**src/uid_eeprom_defs.vh**
```
// constants for the two-wire eeprom slave with identity area
// assumes a 100 MHz system clock sampling the bus lines
`ifndef UID_EEPROM_DEFS_VH
`define UID_EEPROM_DEFS_VH
`define CTRL_CODE          4'hA
`define PROT_BASE          8'h80
`define MFR_ADDR           8'hFA
`define DEV_ADDR           8'hFB
`define SERIAL_BASE        8'hFC
`define FILTER_LEN         3'h1
`define WRITE_TIME_US      3000
`define CLK_MHZ            100
`define PAGE_MASK          8'h07
`define MEM_DEPTH          256
`endif

```
**src/uid_eeprom_slave.v**
```verilog
// two-wire serial eeprom slave: polling, reads, page writes, identity bytes
// assumes scl/sda arrive asynchronously; sda is open drain (oe high pulls low)
// Functional notes
// no acknowledge to any control byte while the write cycle runs
// master may poll right after the write stop
// master polls with start plus write control byte until acknowledged
// after the write cycle ends the control byte is acknowledged again
// read control byte has direction bit set to one
// address counter holds last accessed address plus one
// read control byte alone is acknowledged, then byte at counter sent
// unacknowledged read byte ends the read and releases the data line
// random read: write control byte, address, then repeated start
// repeated start after address loads pointer and stores nothing
// read control byte after repeated start sends byte at new address
// acknowledged read byte is followed by the next sequential byte
// pointer increments by one after every byte operation; in writes it wraps within the eight-byte page
// low supply blocks all erase and write activity
// serial number in upper half is never changed by bus writes
// lower 1,024 bits are freely readable and writable
// serial number bytes sit at 0xFC to 0xFF
// fixed manufacturer code at 0xFA, device code at 0xFB
// master may read from lower start for longer identifier
// respond only to control code 1010; lsb selects direction
// chip select bits must match chip select pins
// writes to 80h-FFh ignored, reads normal
// write cycle starts on the stop ending a write
// pointer wraps from top of array to zero
// bus lines synchronised and filtered before edge detection
`timescale 1ns/1ns
`include "uid_eeprom_defs.vh"
module uid_eeprom_slave #(
  parameter        WRITE_CYCLES = `WRITE_TIME_US * `CLK_MHZ,
  parameter [7:0]  MFR_CODE     = 8'h5A,        // arbitrary value
  parameter [7:0]  DEV_CODE     = 8'hC3,        // arbitrary value
  parameter [31:0] SERIAL_NUM   = 32'h0BADF00D  // arbitrary value
) (
  input  wire       clk_i,
  input  wire       rst_i,
  input  wire       scl_i,
  input  wire       sda_i,
  input  wire       chip_select_bit_two_i,
  input  wire       chip_select_bit_one_i,
  input  wire       chip_select_bit_zero_i,
  input  wire       supply_low_i,
  output reg        sda_o,
  output reg        sda_oe_o,
  output reg        write_busy_o
);
  localparam [2:0] S_IDLE = 3'h0;
  localparam [2:0] S_CTRL = 3'h1;
  localparam [2:0] S_ADDR = 3'h2;
  localparam [2:0] S_WDAT = 3'h3;
  localparam [2:0] S_RDAT = 3'h4;
  localparam [2:0] S_RACK = 3'h5;

  reg  [7:0]  mem [0:`MEM_DEPTH-1];
  reg  [7:0]  page_buf [0:7];
  reg  [7:0]  page_vld_reg;
  reg  [1:0]  scl_sync_reg;
  reg  [1:0]  sda_sync_reg;
  reg  [2:0]  scl_cnt_reg;
  reg  [2:0]  sda_cnt_reg;
  reg         scl_f_reg;
  reg         sda_f_reg;
  reg  [1:0]  low_sync_reg;
  reg  [2:0]  cs_meta_reg;
  reg  [2:0]  cs_sync_reg;
  reg  [2:0]  state_reg;
  reg  [3:0]  bit_reg;
  reg  [7:0]  shift_reg;
  reg  [7:0]  ptr_reg;
  reg  [7:0]  base_reg;
  reg         ack_phase_reg;
  reg         drive_low_reg;
  reg  [31:0] wcnt_reg;
  reg         commit_reg;
  reg  [3:0]  commit_idx_reg;
  integer     i;

  function [7:0] read_byte;
    input [7:0] a;
    input [7:0] m;
    begin
      if (a == `MFR_ADDR)
        read_byte = MFR_CODE;
      else if (a == `DEV_ADDR)
        read_byte = DEV_CODE;
      else if (a >= `SERIAL_BASE)
        read_byte = SERIAL_NUM[8'd31 - {a[1:0], 3'h0} -: 8];
      else
        read_byte = m;
    end
  endfunction

  // two flops on each input line, then a glitch filter on scl and sda only
  always @(posedge clk_i)
  begin
    if (rst_i)
    begin
      scl_sync_reg <= 2'h3;
      sda_sync_reg <= 2'h3;
      low_sync_reg <= 2'h3;
      cs_meta_reg  <= 3'h0;
      cs_sync_reg  <= 3'h0;
      scl_cnt_reg  <= 3'h0;
      sda_cnt_reg  <= 3'h0;
      scl_f_reg    <= 1'b1;
      sda_f_reg    <= 1'b1;
    end
    else
    begin
      scl_sync_reg <= {scl_sync_reg[0], scl_i};
      sda_sync_reg <= {sda_sync_reg[0], sda_i};
      low_sync_reg <= {low_sync_reg[0], supply_low_i};
      cs_meta_reg  <= {chip_select_bit_two_i, chip_select_bit_one_i, chip_select_bit_zero_i};
      cs_sync_reg  <= cs_meta_reg;
      if (scl_sync_reg[1] == scl_f_reg)
        scl_cnt_reg <= 3'h0;
      else if (scl_cnt_reg == `FILTER_LEN)
      begin
        scl_f_reg   <= scl_sync_reg[1];
        scl_cnt_reg <= 3'h0;
      end
      else
        scl_cnt_reg <= scl_cnt_reg + 3'h1;
      if (sda_sync_reg[1] == sda_f_reg)
        sda_cnt_reg <= 3'h0;
      else if (sda_cnt_reg == `FILTER_LEN)
      begin
        sda_f_reg   <= sda_sync_reg[1];
        sda_cnt_reg <= 3'h0;
      end
      else
        sda_cnt_reg <= sda_cnt_reg + 3'h1;
    end
  end

  wire scl_new  = (scl_sync_reg[1] != scl_f_reg) && (scl_cnt_reg == `FILTER_LEN);
  wire sda_new  = (sda_sync_reg[1] != sda_f_reg) && (sda_cnt_reg == `FILTER_LEN);
  wire scl_rise = scl_new && !scl_f_reg;
  wire scl_fall = scl_new && scl_f_reg;
  wire start_ev = sda_new && sda_f_reg && scl_f_reg && !scl_new;
  wire stop_ev  = sda_new && !sda_f_reg && scl_f_reg && !scl_new;
  wire [7:0] rx_byte = {shift_reg[6:0], sda_f_reg};
  // checked on the fall after the eighth rise, when shift_reg holds the whole byte
  wire ctrl_ok = (shift_reg[7:4] == `CTRL_CODE) && (shift_reg[3:1] == cs_sync_reg);
  wire [7:0] rd_byte = read_byte(ptr_reg, mem[ptr_reg]);

  always @(posedge clk_i)
  begin
    if (rst_i)
    begin
      state_reg      <= S_IDLE;
      bit_reg        <= 4'h0;
      shift_reg      <= 8'h00;
      ptr_reg        <= 8'h00;
      base_reg       <= 8'h00;
      ack_phase_reg  <= 1'b0;
      drive_low_reg  <= 1'b0;
      page_vld_reg   <= 8'h00;
      wcnt_reg       <= 32'h0;
      commit_reg     <= 1'b0;
      commit_idx_reg <= 4'h0;
      sda_o          <= 1'b0;
      sda_oe_o       <= 1'b0;
      write_busy_o   <= 1'b0;
    end
    else
    begin
      sda_o    <= 1'b0;
      sda_oe_o <= drive_low_reg;
      write_busy_o <= (wcnt_reg != 32'h0);
      // self-timed write: copy latched page bytes into the array
      if (commit_reg)
      begin
        if (page_vld_reg[commit_idx_reg[2:0]] && !low_sync_reg[1])
          mem[{base_reg[7:3], commit_idx_reg[2:0]}] <= page_buf[commit_idx_reg[2:0]];
        if (commit_idx_reg == 4'h7)
        begin
          commit_reg   <= 1'b0;
          page_vld_reg <= 8'h00;
        end
        commit_idx_reg <= commit_idx_reg + 4'h1;
      end
      if (wcnt_reg != 32'h0)
        wcnt_reg <= wcnt_reg - 32'h1;
      if (start_ev)
      begin
        state_reg     <= S_CTRL;
        bit_reg       <= 4'h0;
        ack_phase_reg <= 1'b0;
        drive_low_reg <= 1'b0;
        page_vld_reg  <= commit_reg ? page_vld_reg : 8'h00;
      end
      else if (stop_ev)
      begin
        if (state_reg == S_WDAT && page_vld_reg != 8'h00 && wcnt_reg == 32'h0)
        begin
          wcnt_reg       <= WRITE_CYCLES;
          commit_reg     <= 1'b1;
          commit_idx_reg <= 4'h0;
        end
        state_reg     <= S_IDLE;
        drive_low_reg <= 1'b0;
      end
      else if (state_reg != S_IDLE && scl_rise && !ack_phase_reg)
      begin
        shift_reg <= rx_byte;
        bit_reg   <= (state_reg == S_RACK) ? 4'h0 : bit_reg + 4'h1;
        if (state_reg == S_RACK)
          state_reg <= sda_f_reg ? S_IDLE : S_RDAT;
      end
      else if (state_reg != S_IDLE && scl_fall)
      begin
        if (ack_phase_reg)
        begin
          ack_phase_reg <= 1'b0;
          bit_reg       <= 4'h0;
          drive_low_reg <= 1'b0;
          if (state_reg == S_RDAT)
          begin
            drive_low_reg <= ~rd_byte[7];
          end
        end
        else if (state_reg == S_RDAT && bit_reg != 4'h8)
          drive_low_reg <= ~rd_byte[3'h7 - bit_reg[2:0]];
        else if (bit_reg == 4'h8)
        begin
          bit_reg <= 4'h0;
          case (state_reg)
            S_CTRL:
            begin
              if (ctrl_ok && wcnt_reg == 32'h0)
              begin
                drive_low_reg <= 1'b1;
                ack_phase_reg <= 1'b1;
                state_reg     <= shift_reg[0] ? S_RDAT : S_ADDR;
              end
              else
                state_reg <= S_IDLE;
            end
            S_ADDR:
            begin
              ptr_reg       <= shift_reg;
              base_reg      <= shift_reg;
              drive_low_reg <= 1'b1;
              ack_phase_reg <= 1'b1;
              state_reg     <= S_WDAT;
            end
            S_WDAT:
            begin
              if (ptr_reg < `PROT_BASE)
              begin
                page_buf[ptr_reg[2:0]]     <= shift_reg;
                page_vld_reg[ptr_reg[2:0]] <= 1'b1;
              end
              ptr_reg       <= (ptr_reg & ~`PAGE_MASK) | ((ptr_reg + 8'h01) & `PAGE_MASK);
              drive_low_reg <= 1'b1;
              ack_phase_reg <= 1'b1;
            end
            S_RDAT:
            begin
              ptr_reg       <= ptr_reg + 8'h01;
              drive_low_reg <= 1'b0;
              state_reg     <= S_RACK;
            end
            default: state_reg <= S_IDLE;
          endcase
        end
      end
    end
  end

  initial
  begin
    for (i = 0; i < `MEM_DEPTH; i = i + 1)
      mem[i] = 8'hFF;
  end
endmodule // uid_eeprom_slave

```
**config.mk**
```make
export PLATFORM = sky130hd
export DESIGN_NAME = uid_eeprom_slave
export DESIGN_NICKNAME = d
export VERILOG_FILES = /design/src/uid_eeprom_slave.v
export VERILOG_INCLUDE_DIRS = /design/src /design/src/src
export SDC_FILE = /design/constraint.sdc
export NUM_CORES = 2
export LEC_CHECK = 0
export BUFFER_PORTS_ARGS = -buffer_cell sky130_fd_sc_hd__buf_2
export CELL_PAD_IN_SITES_DETAIL_PLACEMENT = 1
export CELL_PAD_IN_SITES_GLOBAL_PLACEMENT = 1
export CORE_UTILIZATION = 40
export DETAILED_ROUTE_END_ITERATION = 16
export PLACE_DENSITY_LB_ADDON = 0.1
export SLEW_MARGIN = 20
export SYNTH_ARGS = -nofsm -noshare
export SYNTH_HDL_FRONTEND = slang
export SYNTH_SLANG_ARGS = --single-unit
```
**constraint.sdc**
```tcl
create_clock -name clk_i -period 11.15 [get_ports clk_i]
set_input_delay 1.115 -clock clk_i [delete_from_list [all_inputs] [get_ports clk_i]]
set_output_delay 1.115 -clock clk_i [all_outputs]
set_load 0.05 [all_outputs]
```
==> results.py <==
metrics = {
    "final_layout": {
        "final_nets": 4687,
        "summed_area_of_non_filler_cells_in_the_final_layout_um2": 98100,
        "fraction_of_final_layout_cells_with_drive_strength_greater_than_1_pct": 19.6,
        "final_core_util_pct": 45.2,
        "mostFrequentLayoutCells": "sky130_fd_sc_hd__edfxtp_1, sky130_fd_sc_hd__nor2_1, sky130_fd_sc_hd__mux4_2",
        "fillCellCount": 20100,
        "largest_reg_flops": 2048,
        "layout_commonest_cell": "sky130_fd_sc_hd__edfxtp_1",
        "areaGrowthSynthToFinish_pct": 12.4,
    },
    "logic_synthesis": {
        "portion_of_synthesized_cell_area_occupied_by_the_leading_cell_type_pct": 72.6,
        "synth_sequential_area_ratio_pct": 75.0,
        "yosys_warn_count": 0,
        "ys_dominant_reg_cell": "sky130_fd_sc_hd__edfxtp_1",
        "yosysUniqueCellTypes": 84,
        "post_synth.cell_area_avg_um2": 19.1,
        "cells_taking_the_most_area_after_synthesis": "sky130_fd_sc_hd__edfxtp_1, sky130_fd_sc_hd__mux4_2, sky130_fd_sc_hd__mux2i_1",
        "synthesis.area_um2": 87300,
        "synth.ff_latch_count": 2217,
        "synth-edff-count": 2112,
        "asyncSetResetFlopFracSynth_pct": 0,
        "netlist_instances": 4573,
        "syn_nets": 4596,
        "synthDominantAreaCellType": "sky130_fd_sc_hd__edfxtp_1",
    },
    "global_route": {
        "grt_overflow": 0,
        "grt_start_max_net_pins": 138,
        "grt_pass1_vias": 47100,
        "grt_use_total_pct": 25.6,
        "number_of_antenna_violations_at_the_first_check_in_global_routing": 19,
        "first_pass_grt_wire_length_um": 394000,
    },
    "flow_run": {
        "max_cap_viol_count": 0,
    },
    "floorplanning": {
        "core_um2": 217000,
        "die_h_um": 469,
        "placement_rows": 171,
        "starting_utilization_of_the_core_area_pct": 40.3,
        "die_w_um": 469,
        "full_die_area_um2": 220000,
        "io_pins": 11,
    },
    "cts": {
        "cts.path.max_buffers": 3,
        "cts.repair.resized": 0,
        "h-tree-depth": 4,
        "cts.hold.buffers_added": 0,
        "clock-root-buffer": "sky130_fd_sc_hd__clkbuf_16",
        "clk_transition_reported_paths_ns": 0.06,
        "clock_insertion_delay_worst_skew_ns": 0.88,
        "clock-sinks": 2217,
        "cts_tree": "built",
        "cts_made_buffers": 232,
        "cts_setup_buffers": 0,
    },
    "hold_path": {
        "timing.hold.worst.class": "flop to flop",
        "min_path_cells": 1,
    },
    "place": {
        "gp_congestion": 0.851,
        "hpwl_um": 171000,
        "placed_area_um2": 90600,
        "pre_cts_ws_ns": 5.56,
        "place.port_buffers": 9,
    },
    "worst_setup_path": {
        "path_max_fanout": 35,
        "cpMostUsedCell": "sky130_fd_sc_hd__buf_4",
        "reg2reg_depth": 13,
        "worst_ep_required_time_ns": 11.93,
        "timing.critical_path.from_type": "flop",
        "timing.critical_path.to_type": "flop",
        "critPathSlowestCell": "sky130_fd_sc_hd__a311oi_1",
        "critical_path_arrival_ns": 6.45,
        "worst_path_largest_cell_delay_ns": 0.96,
        "path_cells": "buf_4 -> buf_4 -> buf_4 -> mux4_2 -> and2_1 -> o22ai_1 -> a2111oi_0 -> a311oi_1 -> a21oi_1 -> a31oi_1 -> a41o_1 -> o211ai_2 -> a311oi_2",
        "criticalPathCategory": "flop to flop",
    },
    "drt": {
        "drt_pass1_iterations": 5,
        "dr.first_iter.drc_count": 5048,
        "wirelength_um": 283000,
        "post-route-drc-count": 0,
        "routed_via_count_divided_by_cell_count": 6.01,
        "route.detailed.wl_per_inst_um": 36.7,
        "ant_nets": 0,
        "detailroute.via_count": 46400,
    },
    "timing": {
        "achievable-frequency_ghz": 0.176,
        "final-max-slew-violation-count": 0,
        "report.final.setup_viol": 0,
        "timing_worst_slew_pin_value_ns": 1.27,
        "period_needed_ns": 5.67,
        "fin_setup_tns_ns": 0,
        "worst_max_slew_margin_expressed_relative_to_the_limit_pct": 14.8,
        "timing.final.crit_share_pct": 50.9,
        "clock-skew-final_ns": 0.0307,
        "rsz0062_at_grt": "false",
        "final_critical_path_setup_slack_ns": 5.48,
        "final_hold_viol_count": 0,
    },
    "pwr": {
        "p_per_area_nw_per_um2": 174,
        "power_mw": 17.1,
        "cellLeakagePower_nw": 29.4,
        "peakVddDrop_v": 0.000130,
    },
    "outcome": {
        "outcome": "completed",
    },
}
## cells by family (layout without fill, tap and decap cells)
family | count (synthesis) | count (layout) | share of synthesized area [%]
AO/OA/AOI/OAI | 474 | 474 | 3.75
multiplexers | 690 | 690 | 14.3
AND/OR/NAND/NOR | 847 | 847 | 4.38
adder cells (fa/ha/maj) | 15 | 15 | 0.215
XOR/XNOR | 39 | 39 | 0.391
flip-flops | 2217 | 2217 | 75.0
buffers and inverters | 290 | 577 | 1.95
other | 1 | 5 | 0.00429
## final timing paths
path,from,to,slack (ns)
max,flop,drive_low_reg$_SDFFE_PP0P_,5.48
min,scl_sync_reg[0]$_SDFF_PP1_,scl_sync_reg[1]$_SDFF_PP1_,0.42
max reg2reg,flop,drive_low_reg$_SDFFE_PP0P_,5.48
min reg2reg,scl_sync_reg[0]$_SDFF_PP1_,scl_sync_reg[1]$_SDFF_PP1_,0.42
## routing by layer
layer | up-vias | GRT usage [%] | share of wire, %
li1 | 18800 | - | -
met1 | 25600 | 36.5 | 43
met2 | 1580 | 40.6 | 47
met3 | 349 | 4.61 | 6.5
met4 | 6 | 7.08 | 2.7
met5 | - | 0 | 0.012
## synth_stat cells (all sizes together), types with 5 or more instances
| cell | n |
|---|---|
| o2111ai | 5 |
| edfxtp | 2112 |
| a21oi | 101 |
| inv | 19 |
| nor4 | 28 |
| dfxtp | 105 |
| and2 | 22 |
| nand4 | 15 |
| nor2b | 36 |
| nand3b | 5 |
| mux4 | 435 |
| a311oi | 6 |
| o22ai | 55 |
| a22oi | 64 |
| clkbuf | 118 |
| a211oi | 23 |
| a211o | 6 |
| and3 | 12 |
| nor3b | 5 |
| a221oi | 20 |
| nand3 | 49 |
| or4 | 9 |
| mux2i | 232 |
| nand2b | 24 |
| nor2 | 414 |
| a2111oi | 10 |
| mux2 | 23 |
| nand2 | 154 |
| or3 | 11 |
| nor3 | 44 |
| o221ai | 46 |
| o21ai | 56 |
| o211ai | 11 |
| ha | 15 |
| a31oi | 15 |
| xnor2 | 19 |
| o31ai | 10 |
| xor2 | 20 |
| a21o | 7 |
| a22o | 10 |
| or2 | 10 |
| buf | 151 |
## through the flow
| stage | hold WS, ns | cells |
|---|---|---|
| floorplan | 0.389 | 4573 |
| global placement | 0.410 | 7283 |
| detailed placement | 0.407 | 7283 |
| CTS | 0.353 | 7713 |
| global route | 0.414 | 7716 |
| finish | 0.418 | 7718 |
## power breakdown
group | switching, mW | leakage [nW] | internal [mW]
Clock | 3.32 | 3.66 | 4.41
Sequential | 0.0420 | 19.8 | 9.02
Combinational | 0.160 | 5.91 | 0.116
Total | 3.52 | 29.4 | 13.5
## final cells by class
| cell class | instances | area, um^2 | area share (%) |
|---|---|---|---|
| Clock inverter | 133 | 1290 | 1.32 |
| Timing Repair Buffer | 126 | 1020 | 1.04 |
| Sequential cell | 2217 | 65500 | 66.8 |
| Multi-Input combinational cell | 2066 | 20400 | 20.8 |
| Tap cell | 2854 | 3570 | 3.64 |
| Antenna cell | 4 | 10.0 | 0.0102 |
| Inverter | 21 | 80.1 | 0.0816 |
| Clock buffer | 297 | 6220 | 6.34 |
## worst max-delay path, delay by kind of cell (launching register included)
family	cells	cell delay [ns]
simple gates	1	0.18
compound gates	8	1.97
buf+inv	3	1.96
flops	1	0.78
mux	1	0.57
Power figures use the tool's default switching activity.
